==> config.mk <==
export PLATFORM = sky130hd
export DESIGN_NAME = swdt_top
export DESIGN_NICKNAME = d
export VERILOG_FILES = /design/src/core/swdt_pkg.sv /design/src/core/swdt_tick_if.sv /design/src/core/swdt_tick_gen.sv /design/src/core/swdt_top.sv
export VERILOG_INCLUDE_DIRS = /design/src /design/src/core
export SDC_FILE = /design/constraint.sdc
export NUM_CORES = 1
export LEC_CHECK = 0
export ABC_CLOCK_PERIOD_IN_PS = 4200
export CAP_MARGIN = 20
export CORE_ASPECT_RATIO = 1.4
export CORE_UTILIZATION = 31
export DETAILED_ROUTE_END_ITERATION = 8
export DONT_BUFFER_PORTS = 1
export MAX_ROUTING_LAYER = met4
export PLACE_DENSITY = 0.51
export SYNTH_ARGS = -nofsm -noshare
export SYNTH_HDL_FRONTEND = slang
export SYNTH_SLANG_ARGS = --single-unit
export TNS_END_PERCENT = 5
==> constraint.sdc <==
create_clock -name ref_clk -period 4.2 [get_ports ref_clk]
set_input_delay 0.21 -clock ref_clk [delete_from_list [all_inputs] [get_ports ref_clk]]
set_output_delay 0.21 -clock ref_clk [all_outputs]
set_load 0.005 [all_outputs]
==> src/core/swdt_params.svh <==
// timing and field constants for the system watchdog timer
// Function
// - expiry while enabled pulses system reset
// - led blinks while counting, steady otherwise
// - reset leaves the timer disabled
// - retrigger reloads counter with the factor
// - count decrements once per second
// - factors 1 to FF accepted
// - nonzero byte write enables timer
// - zero byte write disables timer
// - new factor applies at once, restarting the countdown
`ifndef SWDT_PARAMS_SVH
`define SWDT_PARAMS_SVH

// ----------------------------------------------------------------
// factor byte
// ----------------------------------------------------------------
`define SWDT_FACTOR_W 8
`define SWDT_FACTOR_OFF 8'h00
`define SWDT_FACTOR_ONE 8'h01
`define SWDT_FACTOR_MAX 8'hFF

// ----------------------------------------------------------------
// timing
// ----------------------------------------------------------------
`define SWDT_UNIT_MS 1000
`define SWDT_CLK_PERIOD_NS 10
`define SWDT_TICK_CYC ((`SWDT_UNIT_MS * 1000000) / `SWDT_CLK_PERIOD_NS)
`define SWDT_TICK_W 27
`define SWDT_RST_PULSE_CYC 8
`define SWDT_PULSE_W 4

`endif

==> src/core/swdt_pkg.sv <==
// types shared by the system watchdog timer modules
`default_nettype none
`include "swdt_params.svh"

package swdt_pkg;
    // factor byte as written by software
    typedef logic [`SWDT_FACTOR_W-1:0] swdt_factor_t;

    // controller states, one-hot
    typedef enum logic [2:0] {
        SWDT_IDLE  = 3'h1,
        SWDT_COUNT = 3'h2,
        SWDT_RESET = 3'h4
    } swdt_state_e;
endpackage

`default_nettype wire

==> src/core/swdt_tick_if.sv <==
// tick request and strobe between controller and prescaler
`timescale 1ns/1ns
`default_nettype none

interface swdt_tick_if;
    logic clr;  // restart the one-second period
    logic run;  // prescaler counts only while set
    logic tick; // one-cycle strobe at period end

    modport ctrl (output clr, output run, input tick);
    modport gen (input clr, input run, output tick);
endinterface

`default_nettype wire

==> src/core/swdt_tick_gen.sv <==
// one-second prescaler for the system watchdog timer
`timescale 1ns/1ns
`default_nettype none
`include "swdt_params.svh"

module swdt_tick_gen #(
    parameter int unsigned TICK_CYC = `SWDT_TICK_CYC
) (
    // clock and reset
    input wire logic ref_clk,
    input wire logic rst,
    // controller side
    swdt_tick_if.gen tk
);
    import swdt_pkg::*;

    // ------------------------------------------------------------
    // prescaler counter
    // ------------------------------------------------------------
    logic [`SWDT_TICK_W-1:0] pre_ff; // cycles into the current second
    logic [`SWDT_TICK_W-1:0] nxt_pre;
    logic at_end;                    // last cycle of the second

    assign at_end = (pre_ff == `SWDT_TICK_W'(TICK_CYC - 1));

    // strobe is combinational so the controller sees it the same cycle
    assign tk.tick = tk.run && !tk.clr && at_end;

    // next prescaler value
    always_comb
    begin
        if (tk.clr || !tk.run)
        begin
            // a write restarts a full second, avoiding a short first unit
            nxt_pre = '0;
        end
        else if (at_end)
        begin
            nxt_pre = '0;
        end
        else
        begin
            nxt_pre = pre_ff + `SWDT_TICK_W'(1);
        end
    end

    // register only
    always_ff @(posedge ref_clk or posedge rst)
    begin
        if (rst)
        begin
            pre_ff <= '0;
        end
        else
        begin
            pre_ff <= nxt_pre;
        end
    end

    // ------------------------------------------------------------
    // checks
    // ------------------------------------------------------------
    property p_tick_clr;
        @(posedge ref_clk) disable iff (rst)
        tk.clr |=> (pre_ff == '0) && !tk.tick;
    endproperty
    a_tick_clr: assert property (p_tick_clr)
        else $error("prescaler not cleared by factor write");

endmodule

`default_nettype wire

==> src/core/swdt_top.sv <==
// system watchdog timer: factor write port, countdown, reset pulse, led
`timescale 1ns/1ns
`default_nettype none
`include "swdt_params.svh"

module swdt_top #(
    parameter int unsigned TICK_CYC = `SWDT_TICK_CYC
) (
    // clock and reset
    input wire logic ref_clk,
    input wire logic rst,
    // factor write port, same clock domain
    input wire logic wr_stb,
    input wire swdt_pkg::swdt_factor_t wr_data,
    // system side
    output logic sys_rst_out,
    output logic led_out,
    output logic counting
);
    import swdt_pkg::*;

    // ------------------------------------------------------------
    // state
    // ------------------------------------------------------------
    swdt_state_e state_ff;  // controller state
    swdt_state_e nxt_state;
    swdt_factor_t cnt_ff;   // seconds left
    swdt_factor_t nxt_cnt;
    logic [`SWDT_PULSE_W-1:0] pulse_ff; // reset cycles left
    logic [`SWDT_PULSE_W-1:0] nxt_pulse;
    logic led_ff;           // blink phase
    logic nxt_led;

    swdt_tick_if tk ();

    // ------------------------------------------------------------
    // prescaler
    // ------------------------------------------------------------
    // any factor write restarts the second; counting gates it
    assign tk.clr = wr_stb;
    assign tk.run = (state_ff == SWDT_COUNT);

    swdt_tick_gen #(
        .TICK_CYC(TICK_CYC)
    ) u_tick (
        .ref_clk(ref_clk),
        .rst(rst),
        .tk(tk)
    );

    // ------------------------------------------------------------
    // controller next state
    // ------------------------------------------------------------
    always_comb
    begin
        nxt_state = state_ff;
        nxt_cnt = cnt_ff;
        nxt_pulse = pulse_ff;
        unique case (state_ff)
            SWDT_IDLE, SWDT_COUNT:
            begin
                if (wr_stb && (wr_data == `SWDT_FACTOR_OFF))
                begin
                    // zero byte stops everything
                    nxt_state = SWDT_IDLE;
                end
                else if (wr_stb)
                begin
                    // enable or retrigger, any factor 01..FF
                    nxt_state = SWDT_COUNT;
                    nxt_cnt = wr_data;
                end
                else if ((state_ff == SWDT_COUNT) && tk.tick)
                begin
                    if (cnt_ff == `SWDT_FACTOR_ONE)
                    begin
                        // no retrigger in time: reset the system
                        nxt_state = SWDT_RESET;
                        nxt_pulse = `SWDT_PULSE_W'(`SWDT_RST_PULSE_CYC - 1);
                    end
                    else
                    begin
                        nxt_cnt = cnt_ff - `SWDT_FACTOR_W'(1);
                    end
                end
            end
            SWDT_RESET:
            begin
                // writes ignored: the system is going down anyway
                if (pulse_ff == '0)
                begin
                    nxt_state = SWDT_IDLE;
                end
                else
                begin
                    nxt_pulse = pulse_ff - `SWDT_PULSE_W'(1);
                end
            end
            default:
            begin
                nxt_state = SWDT_IDLE;
            end
        endcase
    end

    // ------------------------------------------------------------
    // led next value
    // ------------------------------------------------------------
    // toggles once a second while counting, dark otherwise
    always_comb
    begin
        if (nxt_state != SWDT_COUNT)
        begin
            nxt_led = 1'b0;
        end
        else if ((state_ff == SWDT_COUNT) && tk.tick)
        begin
            nxt_led = !led_ff;
        end
        else
        begin
            nxt_led = led_ff;
        end
    end

    // ------------------------------------------------------------
    // registers
    // ------------------------------------------------------------
    always_ff @(posedge ref_clk or posedge rst)
    begin
        if (rst)
        begin
            // come up disabled, unable to time out
            state_ff <= SWDT_IDLE;
            cnt_ff <= `SWDT_FACTOR_OFF;
            pulse_ff <= '0;
            led_ff <= 1'b0;
        end
        else
        begin
            state_ff <= nxt_state;
            cnt_ff <= nxt_cnt;
            pulse_ff <= nxt_pulse;
            led_ff <= nxt_led;
        end
    end

    // reset and counting decoded from the registered one-hot state, led straight from its register
    assign sys_rst_out = (state_ff == SWDT_RESET);
    assign led_out = led_ff;
    assign counting = (state_ff == SWDT_COUNT);

    // ------------------------------------------------------------
    // checks
    // ------------------------------------------------------------
    property p_expire;
        @(posedge ref_clk) disable iff (rst)
        (state_ff == SWDT_COUNT) && tk.tick && !wr_stb &&
        (cnt_ff == `SWDT_FACTOR_ONE) |=> sys_rst_out;
    endproperty
    a_expire: assert property (p_expire)
        else $error("no reset pulse on expiry");

    property p_led_off;
        @(posedge ref_clk) disable iff (rst)
        !counting |-> !led_out;
    endproperty
    a_led_off: assert property (p_led_off)
        else $error("led lit while not counting");

    property p_led_blink;
        @(posedge ref_clk) disable iff (rst)
        counting && tk.tick && !wr_stb && (cnt_ff > `SWDT_FACTOR_ONE)
        |=> led_out != $past(led_out);
    endproperty
    a_led_blink: assert property (p_led_blink)
        else $error("led did not toggle on tick");

    property p_idle_quiet;
        @(posedge ref_clk) disable iff (rst)
        !counting && !sys_rst_out && !wr_stb |=> !sys_rst_out && !counting;
    endproperty
    a_idle_quiet: assert property (p_idle_quiet)
        else $error("disabled timer started or reset");

    property p_load;
        @(posedge ref_clk) disable iff (rst)
        wr_stb && !sys_rst_out && (wr_data != `SWDT_FACTOR_OFF)
        |=> counting && (cnt_ff == $past(wr_data));
    endproperty
    a_load: assert property (p_load)
        else $error("factor not loaded on write");

    property p_dec;
        @(posedge ref_clk) disable iff (rst)
        counting && tk.tick && !wr_stb && (cnt_ff > `SWDT_FACTOR_ONE)
        |=> counting && (cnt_ff == $past(cnt_ff) - `SWDT_FACTOR_ONE);
    endproperty
    a_dec: assert property (p_dec)
        else $error("count not decremented on tick");

    property p_hold;
        @(posedge ref_clk) disable iff (rst)
        counting && !tk.tick && !wr_stb |=> cnt_ff == $past(cnt_ff);
    endproperty
    a_hold: assert property (p_hold)
        else $error("count moved without tick");

    property p_enable_byte;
        @(posedge ref_clk) disable iff (rst)
        counting |-> (cnt_ff >= `SWDT_FACTOR_ONE);
    endproperty
    a_enable_byte: assert property (p_enable_byte)
        else $error("counting with zero factor");

    property p_disable;
        @(posedge ref_clk) disable iff (rst)
        wr_stb && !sys_rst_out && (wr_data == `SWDT_FACTOR_OFF)
        |=> !counting ##1 !sys_rst_out;
    endproperty
    a_disable: assert property (p_disable)
        else $error("zero write did not disable");

    property p_pulse_len;
        @(posedge ref_clk) disable iff (rst)
        $rose(sys_rst_out) |-> sys_rst_out[*8] ##1 (!sys_rst_out && !counting);
    endproperty
    a_pulse_len: assert property (p_pulse_len)
        else $error("reset pulse length wrong");

endmodule

`default_nettype wire

After elaboration in Yosys (flattened, before gate mapping)

Cells that the tools add are included.
Widths: inputs -> output; s select.

Add/sub/neg operators: 3
Multiplexer cells: 19
Equal/unequal tests: 12
Bitwise logic cells: 1
Reductions and logical operators: 16

Operators by type and width:

| operator              | number |
|---|---|
| $mux 27               | 2 |
| $add 27x1->27 const B | 1 |
| $eq 27x27->1 const B  | 1 |
| $mux 8                | 3 |
| $mux 4                | 5 |
| $mux 3                | 5 |
| $ne 2x2->1 const B    | 6 |
| $eq 8x1->1 const B    | 1 |
| $logic_not 8->1       | 1 |
| $pmux 4 s2            | 1 |
| $sub 8x1->8 const B   | 1 |
| $pmux 3 s2            | 1 |
| $reduce_and 6->1      | 1 |
| $reduce_bool 2->1     | 3 |
| $logic_and 1x1->1     | 4 |
| $logic_not 4->1       | 1 |
| $reduce_and 4->1      | 1 |
| $sub 4x1->4 const B   | 1 |
| $eq 3x1->1 const B    | 1 |
| $eq 3x2->1 const B    | 1 |
| $eq 3x3->1 const B    | 1 |
| $logic_not 1->1       | 3 |
| $ne 3x2->1 const B    | 1 |
| $mux 1                | 2 |
| 3 further kinds       | 3 |

Bits in registers: 43

Depth between registers and ports, before layout

Gate-level depths: netlist (run 1).

Depth after elaboration: 10
Mapped depth: 8

Modules after synthesis

Synthesis (run 1) repeated with hierarchy kept, for this count alone.

Cell total of the unflattened synthesis: 273
Area, all modules: 2516.2 sq um

By module, submodules not included:

| module        | area each (sq um) | cells each | seq. area each (sq um) | times used |
|---|---|---|---|---|
| swdt_tick_gen | 1547.7            | 164        | 675.6                  | 1 |
| swdt_top      | 968.4             | 109        | 401.6                  | 1 |

Worst setup path after synthesis (run 1)

Ideal clock, no wire load.

Kind: reg-to-reg
Start point: register u_tick.pre_ff[12]
End point: register cnt_ff[6]
Path slack: 1.799 ns
Period minus slack after synthesis: 2.401 ns
Stages on the path, launching flop included: 8
Buffers on the path: 2
Arrival: 2.330 ns
Data required time: 4.129 ns
Path through: dfrtp_1 -> or4b_1 -> or4_1 -> buf_2 -> or2_0 -> buf_2 -> or4_1 -> nand4_1

Cells in the longest elaborated chain, start to end: 5

Ends and longest elaborated chain:

| what                               | RTL line            | source |
|---|---|---|
| start, declared                    | swdt_tick_gen.sv:20 | `` logic [`SWDT_TICK_W-1:0] pre_ff; `` |
| start signal, assigned             | swdt_tick_gen.sv:56 | `pre_ff <= nxt_pre;` |
| $eq 27x27->1                       | swdt_tick_gen.sv:24 | `` assign at_end = (pre_ff == `SWDT_TICK_W'(TICK_CYC - 1)); `` |
| $logic_and 1x1->1                  | swdt_tick_gen.sv:27 | `assign tk.tick = tk.run && !tk.clr && at_end;` |
| $logic_and 1x1->1                  | swdt_top.sv:73      | `else if ((state_ff == SWDT_COUNT) && tk.tick)` |
| $reduce_bool 2->1 (no source line) | -                   |  |
| $reduce_and 4->1 (no source line)  | -                   |  |
| end signal, assigned               | swdt_top.sv:135     | `` cnt_ff <= `SWDT_FACTOR_OFF; `` |
| end signal, assigned               | swdt_top.sv:142     | `cnt_ff <= nxt_cnt;` |
| end, declared                      | swdt_top.sv:27      | `swdt_factor_t cnt_ff;` |

Every way passes these cells.
A chain may end at the register's enable or synchronous reset.

Worst setup path after layout (run 1)

Start point: register u_tick.pre_ff[0]
End point: register cnt_ff[6]

The elaborated chain is that of the path after synthesis.

==> results of run 1 <==
## per-stage QoR
step | util (%) | total power, mW | cells
6_report | 34.8 | 1.09 | 357
5_1_grt | 34.8 | 1.15 | 357
4_1_cts | 34.7 | 1.09 | 356
3_5_place_dp | 33.4 | 0.832 | 347
3_3_place_gp | 33.4 | 0.825 | 347
2_1_floorplan | - | 0.756 | 256
## cell usage in the layout (no fill, tap or decap), types with 4 or more instances in the layout
cell                       count
sky130_fd_sc_hd__xor2_1       18
sky130_fd_sc_hd__ha_1          4
sky130_fd_sc_hd__nor3_1       16
sky130_fd_sc_hd__nand3_1      15
sky130_fd_sc_hd__clkbuf_8      5
sky130_fd_sc_hd__nor2_1       41
sky130_fd_sc_hd__dfrtp_1      42
sky130_fd_sc_hd__xnor2_1      10
sky130_fd_sc_hd__nand2_1      18
sky130_fd_sc_hd__a21oi_1       5
sky130_fd_sc_hd__nor4_1        8
sky130_fd_sc_hd__nand4_1      10
sky130_fd_sc_hd__inv_1         9
## layout make-up
class / instances / share of cell area (%)
repair buffers: 5 / 1.72
well taps: 97 / 4.76
inverters: 10 / 1.47
flip-flops and latches: 43 / 42.3
clock buffers: 7 / 3.00
multi-input cells: 194 / 46.6
clock inverters: 1 / 0.196
## power groups by stage
stage | Clock [mW] | Combinational, mW | Sequential, mW
floorplan | 0 | 0.232 | 0.523
global placement | 0 | 0.274 | 0.551
detailed placement | 0 | 0.278 | 0.554
CTS | 0.271 | 0.279 | 0.545
global route | 0.285 | 0.312 | 0.555
finish | 0.261 | 0.282 | 0.549
## kinds of logic (layout without fill, tap and decap cells)
| family | after synthesis | after routing | share of synthesized area (%) |
|---|---|---|---|
| adder cells (fa/ha/maj) | 4 | 4 | 2.14 |
| flip-flops | 43 | 43 | 46.2 |
| XOR/XNOR | 28 | 28 | 10.5 |
| multiplexers | 2 | 2 | 0.912 |
| AO/OA/AOI/OAI | 23 | 23 | 6.70 |
| AND/OR/NAND/NOR | 137 | 137 | 30.4 |
| buffers and inverters | 19 | 23 | 3.16 |
## path summary, 6_finish.rpt
kind | endpoint | slack, ns | depth (start not counted)
hold / removal | state_ff[1]$_DFF_PP0_ | 0.06 | 2
setup reg to reg | cnt_ff[6]$_DFFE_PP0P_ | 1.48 | 6
min in group asynchronous | cnt_ff[5]$_DFFE_PP0P_ | 0.49 | 3
max in group asynchronous | state_ff[0]$_DFF_PP1_ | 3.31 | 3
hold reg to reg | u_tick.pre_ff[0]$_DFF_PP0_ | 0.50 | 1
setup / recovery | cnt_ff[6]$_DFFE_PP0P_ | 1.48 | 6
## routing by layer
metal	routed length (um)	share of wire, %	global-route usage, %
met4	89	1.7	5.16
met2	2750	52	25.3
met5	0	0	-
met1	2300	43	16.9
met3	159	3.0	2.41
## synth_stat cells, drive strengths merged, types with 2 or more instances
cell type / number
a21boi: 3
a21oi: 5
and2: 3
and3: 3
and4: 2
buf: 2
clkbuf: 7
dfrtp: 42
ha: 4
inv: 10
nand2: 18
nand2b: 2
nand3: 15
nand4: 10
nor2: 42
nor3: 16
nor3b: 2
nor4: 8
nor4b: 3
o21ai: 2
o22ai: 3
o31ai: 2
o32ai: 2
or3: 2
or4: 3
xnor2: 10
xor2: 18
## timing repair
action                    CTS  global route
buffers inserted            0             0
hold buffers                1             0
hold endpoints to repair   42             0
## registers in the layout (all words and copies together) (netlist names)
| name | flops |
|---|---|
| u_tick.pre_ff | 27 |
| cnt_ff | 8 |
| pulse_ff | 4 |
| state_ff | 3 |
| led_out | 1 |
==> results list, run 1 <==
- Source of the worst hold timing path: wr_stb
* Classification of the worst setup path: register to register
* Final period demand of the worst path: 2.72 ns
- For this run, asynchronously set or reset flops after synthesis account for 100%.
* Final critical-path share of the clock period: 64.7%
- The number of global-route vias before repair came to 1,815.
* Power per standard cell area: 429 nW/um^2
* Number of pins exceeding their max-slew limit in the final report: 0
- Highest achievable clock rate: 368 MHz
* DIE WIDTH: 75.3 um
- CP peak stage delay: 0.75 ns
* Tot GR Track Use: 14.7%
- In this run, flip-flops and latches consume 50.2% of the power.
* Comb power frac: 25.8%
* Max Root-Sink Buffers: 2
- I/O pin cnt: 14
* Launch instance of the worst register-to-register path: u_tick.pre_ff[0]$_DFF_PP0_
- Worst hold margin: 0.0633 ns
- Cell Area, Placed: 2440 um^2
- The initialized floorplan defines 37 standard-cell rows.
- Internal power: 0.698 mW
- In this run the worst setup path begins at u_tick.pre_ff[0]$_DFF_PP0_.
- Kind of start point of the critical path: register
- The count of buffers added on input and output ports is 0.
- The cell family contributing the most delay on the critical path is simple AND/OR/NAND/NOR gates.
* EDFF count, synth: 0
- Counting both buffers and inverters, the worst setup path holds a total of 0.
- Leakage power total: 0.958 nW
- Vias after detailed routing: 1,862
* Unrepaired setup endpoints after global routing: false
- Total gr overflow: 0
- Clock sinks: 43
- Setup violations remaining at the end of the flow were counted as 0.
* Area of the core region: 7310 um^2
* Area contributors post-synth: sky130_fd_sc_hd__dfrtp_1 45%, sky130_fd_sc_hd__xor2_1 6.8%, sky130_fd_sc_hd__nor2_1 6.6%
- The slowest stage of the critical path is the sky130_fd_sc_hd__or4_1 cell.
* Clock transition time at the flip-flop clock pins of the worst setup and hold paths: 0.09 ns
* Largest net degree at the start of global routing: 44
- Path class of the lowest-slack min-delay path: primary input to register
* Pre-antenna DRT Iters: 4
- Multi-input gate area in the final layout: 1190 um^2
* Share of power burned in the clock network: 23.9%
- After clock tree synthesis, the repair step resized 0 gates.
- In this run the worst path has a maximum fanout of 7.
* Crit path setup slack, layout: 1.48 ns
* Total Die Area: 7880 um^2
- Synthesis inferred 43 register bits.
* Global-route wire length before repair: 8710 um
- Area leader, netlist: sky130_fd_sc_hd__dfrtp_1
- Synth warnings: 0
- Synthesis produced a netlist with a net count of 271.
- The layout has 782 filler cells.
- Number of vias per cell: 5.22
- Of the synthesized area, sequential elements account for 46.2%.
* Final wirelength: 5290 um
- Across the VDD grid, the largest voltage drop is 0.141 mV.
- The H-tree generated during clock tree synthesis spans 2 levels.
- Measured along the y axis, the die boundary spans 105 um.
- Normalized max-slew margin: 56.2%
- Count of different cell masters after synthesis: 47
- Proportion of layout cells with a drive suffix above 1: 5.38%
* Average detailed-routed wire length per instance: 14.8 um
* Fin. Hold Viols: 0
- Area growth, synth to finish: 9.17%
* Switching portion of total power: 36.0%
- In the synthesized netlist the dominant register cell turns out to be sky130_fd_sc_hd__dfrtp_1.
- Summing every instance area after synthesis gives 2330 um^2.
* Sw Pwr: 0.393 mW
- At the pin with the least slew margin, the transition time is 0.657 ns.
- The cell count after synthesis came out at 256.
- 0 antenna diodes ended up in the layout.
- Count of max-cap constraint violations: 0
* Setup Skew: 0.0131 ns
- The first routing iteration left 140 violations.
* Final net count: 274
- Data on the critical path arrives at its endpoint at 2.96 ns.
* Residual DRC count: 0
* Result of the run: finished clean
- Final ANT Viol Nets: 0
- STA classifies the critical path endpoint as a register.
* Summed negative setup slack over all endpoints: 0 ns
- By instance count, the cell type seen most on the critical path is sky130_fd_sc_hd__or4_1.
- At the worst endpoint, the required time is 4.44 ns.
* Skew-Pair Late Insertion Delay: 0.30 ns
- Setup WS pre-CTS: 1.40 ns
- The initial utilization of the core area, before any placement, comes to 31.9%.
* Ordered cell list for the critical path: ha_1, nand3_1, or4_1, or2_0, or4_1, nand4_1
- Top cell type's share of synthesized area: 45.0%
- Initial antenna violation count: 0
- Detailed-placement wirelength estimate: 3660 um
- Total clock buffers created by CTS: 5
- Register area: 1080 um^2
- Final std cell area, no fill: 2550 um^2
* Clock tree from TritonCTS: built
* Weighted congestion at the end of routability-driven global placement: 0.791
- Root Buffer Master: sky130_fd_sc_hd__clkbuf_8
- A synthesized cell averages 9.12 um^2.
No activity file was read; power rests on OpenSTA's default activity.
==> run 2, diff against run 1 <==
- ABC_CLOCK_PERIOD_IN_PS: 4200 -> 2500
- clock period: 4.2 -> 2.5 ns (I/O delays scaled with it)
==> results list, run 2 (synthesized netlist as in run 1, its figures left out) <==
- The max-slew headroom at the worst pin was 60.9% (+4.7 points).
- The cell-internal power was 1.41 mW (+100%).
* Sw Pwr: 0.666 mW (+69%)
* Launch instance of the worst register-to-register path: u_tick.pre_ff[12]$_DFF_PP0_
* Largest fanout on the critical path: 4 (-3)
- Vias in the first global route: 1,912 (+5.3%)
* Final critical-path share of the clock period: 92.2% (+28 points)
- The worst setup path is launched from a register.
- CP Data Required Time: 2.73 ns (-1.71 ns)
* Reg-to-reg slack, setup: 0.19 ns (-1.29 ns)
- Starting DRC count in detailed routing: 84 (-40%)
- The count of buffers inserted at the top-level ports came to 0 (unchanged).
- The maximum number of pins on one net before global-route repair was 28 (-36%).
- Root Buffer Master: sky130_fd_sc_hd__clkbuf_8
* Final net count: 289 (+5.5%)
- The post-route non-filler standard cell count came to 372 (+4.2%).
- The clock latency of the later-clocked register in the worst-skew pair came to 0.29 ns (about the same).
* Largest Register: u_tick.pre_ff
* Worst-Margin Slew: 0.584 ns (-0.0731 ns)
- The maximum VDD drop is 0.335 mV (+140%).
- Ordered cell list for the critical path: or4b_1, or4_1, or2_0, or4_1, nand4_1
* Classification of the worst setup path: register to register
* Max Root-Sink Buffers: 2 (unchanged)
* Destination of the worst register-to-register timing path: cnt_ff[6]$_DFFE_PP0P_
- Summed negative setup slack over all endpoints: 0 ns (unchanged)
- The number of antenna diodes is 0 (unchanged).
- Power per standard cell area: 756 nW/um^2 (+76%)
- The placeable core region came to 7310 um^2 (unchanged).
- The die boundary height was 105 um (unchanged).
* Depth of the worst register-to-register path: 5 (-1)
* Final period demand of the worst path: 2.31 ns (-0.410 ns)
* Global-route wire length before repair: 8770 um (+0.71%)
- The portion of total power attributed to combinational logic is 24.5% (-1.3 points).
* Number of vias per cell: 5.16 (-1.1%)
* End point of the critical path: cnt_ff[6]$_DFFE_PP0P_
- Total clock buffers created by CTS: 5 (unchanged)
- The count of vias placed by the detailed router was 1,918 (+3.0%).
* Post-CTS setup-driven buffer insertion count: 0 (unchanged)
- Initial antenna violation count: 0 (unchanged)
* Setup violation total in the final timing report: 0 (unchanged)
- The hold violation count in the final report was 0 (unchanged).
- The instance count after placement with tap cells included is 361 (+4.0%).
* Number of pins exceeding their max-slew limit in the final report: 0 (unchanged)
- STA classifies the critical path endpoint as a register.
* Data arrival time of the worst path: 2.54 ns (-0.42 ns)
- The last weighted congestion value of the routability-driven placer is 0.797 (+0.85%).
- Total gr overflow: 0 (unchanged)
- The full die area was 7880 um^2 (unchanged).
- The level count of the clock H-tree is 2 (unchanged).
* Most common cell after layout, fill and taps aside: sky130_fd_sc_hd__dfrtp_1
- Final wirelength: 5270 um (-0.47%)
- The fraction of layout cells with a size suffix above 1 is 10.5% (+5.2 points).
- The maximum single-stage delay on the critical path is 0.52 ns (-0.23 ns).
- Average detailed-routed wire length per instance: 14.2 um (-4.5%)
- Residual DRC count: 0 (unchanged)
- TritonCTS built the clock tree.
- The most critical setup path has its startpoint at u_tick.pre_ff[12]$_DFF_PP0_.
- Clock sinks: 43 (unchanged)
* Core Rows: 37 (unchanged)
* Cell with the most instances on the worst path: sky130_fd_sc_hd__or4_1
- The switching part of the total power came to 32.1% (-3.9 points).
* Highest achievable clock rate: 434 MHz (+18%)
- Share of power burned in the clock network: 31.2% (+7.3 points)
- Setup repair after global routing left no endpoint under its margin.
- Path class of the lowest-slack min-delay path: primary input to register
* Starting density of the core: 31.9% (unchanged)
* Worst hold path stage count: 2 (unchanged)
- Detailed-placement wirelength estimate: 3780 um (+3.3%)
* Largest register FFs: 27 (unchanged)
- Final Power: 2.07 mW (+90%)
- Setup Skew: 0.00417 ns (-0.00891 ns)
* I/O pin cnt: 14 (unchanged)
- Flop pwr share: 44.3% (-5.9 points)
- Tot GR Track Use: 14.6% (-0.083 points)
- Leakage power total: 1.07 nW (+11%)
- The final antenna-violating net count came to 0 (unchanged).
- Count of max-cap constraint violations: 0 (unchanged)
- The library cells used most frequently in the layout, excluding fill and tap cells, are 42 x sky130_fd_sc_hd__dfrtp_1, 41 x sky130_fd_sc_hd__nor2_1, 18 x sky130_fd_sc_hd__nand2_1, 18 x sky130_fd_sc_hd__xor2_1.
- The slowest stage of the critical path belongs to the cell sky130_fd_sc_hd__or4b_1.
- The clock-pin slew reported for the worst setup and hold paths after clock tree synthesis came to 0.08 ns (about the same).
- Pre-antenna DRT Iters: 4 (unchanged)
- DIE WIDTH: 75.3 um (unchanged)
* Result of the run: finished clean
* Largest registers: u_tick.pre_ff (27), cnt_ff (8), pulse_ff (4)
- The area growth from synthesis to layout is 17.5%.
==> run 2: critical path, delay by kind of cell, from the launching register on <==
kind             cells  cell delay (ns)
AND/OR/NAND/NOR      5             1.83
flip-flops           1             0.41
==> run 2: layer usage <==
metal / track usage (%) / part of all wire, % / vias up / wire length, um
li1: - / - / 940 / -
met1: 17.0 / 44 / 912 / 2320
met2: 24.4 / 50 / 56 / 2650
met3: 3.38 / 4.2 / 10 / 223
met4: 4.76 / 1.5 / 0 / 79
met5: - / 0 / - / 0
==> run 2: power groups by stage <==
stage	clock [mW]	combinational [mW]	sequential, mW
5_1_grt	0.691	0.565	0.934
3_3_place_gp	0	0.503	0.932
6_report	0.647	0.507	0.919
2_1_floorplan	0	0.391	0.879
4_1_cts	0.670	0.506	0.915
3_5_place_dp	0	0.500	0.927
==> run 2: area by class of cell <==
class	instances	area [um^2]
clock inverters	2	60.1
repair buffers	20	188
fillers	782	4570
well taps	97	121
clock buffers	6	72.6
flip-flops and latches	43	1080
multi-input cells	194	1190
inverters	10	37.5
==> run 2: timing repair <==
item,in CTS,in global routing
hold endpoints to repair,25,0
hold buffers,2,0
endpoints found under the setup margin,0,0
gates resized for setup,0,0
==> run 2: stage by stage <==
step	setup WS [ns]	util (%)	hold slack (ns)	instance area, um^2
2_1_floorplan	0.0987	-	0.293	2330
3_3_place_gp	0.252	35.0	0.153	2560
3_5_place_dp	0.203	35.0	0.158	2560
4_1_cts	0.176	37.1	0.00812	2720
5_1_grt	0.0758	37.5	0.0171	2740
6_report	0.194	37.5	0.0182	2740
==> run 2: how the worst min path moves through the flow <==
stage | startpoint | slack (ns) | end
after floorplan | wr_data[6] | 0.29 | cnt_ff[6]$_DFFE_PP0P_
after global placement | rst | 0.15 | u_tick.pre_ff[7]$_DFF_PP0_
after detailed placement | rst | 0.16 | u_tick.pre_ff[6]$_DFF_PP0_
after CTS | wr_data[0] | 0.008 | cnt_ff[0]$_DFFE_PP0P_
after global routing | wr_data[0] | 0.02 | cnt_ff[0]$_DFFE_PP0P_
final | wr_data[4] | 0.02 | cnt_ff[4]$_DFFE_PP0P_
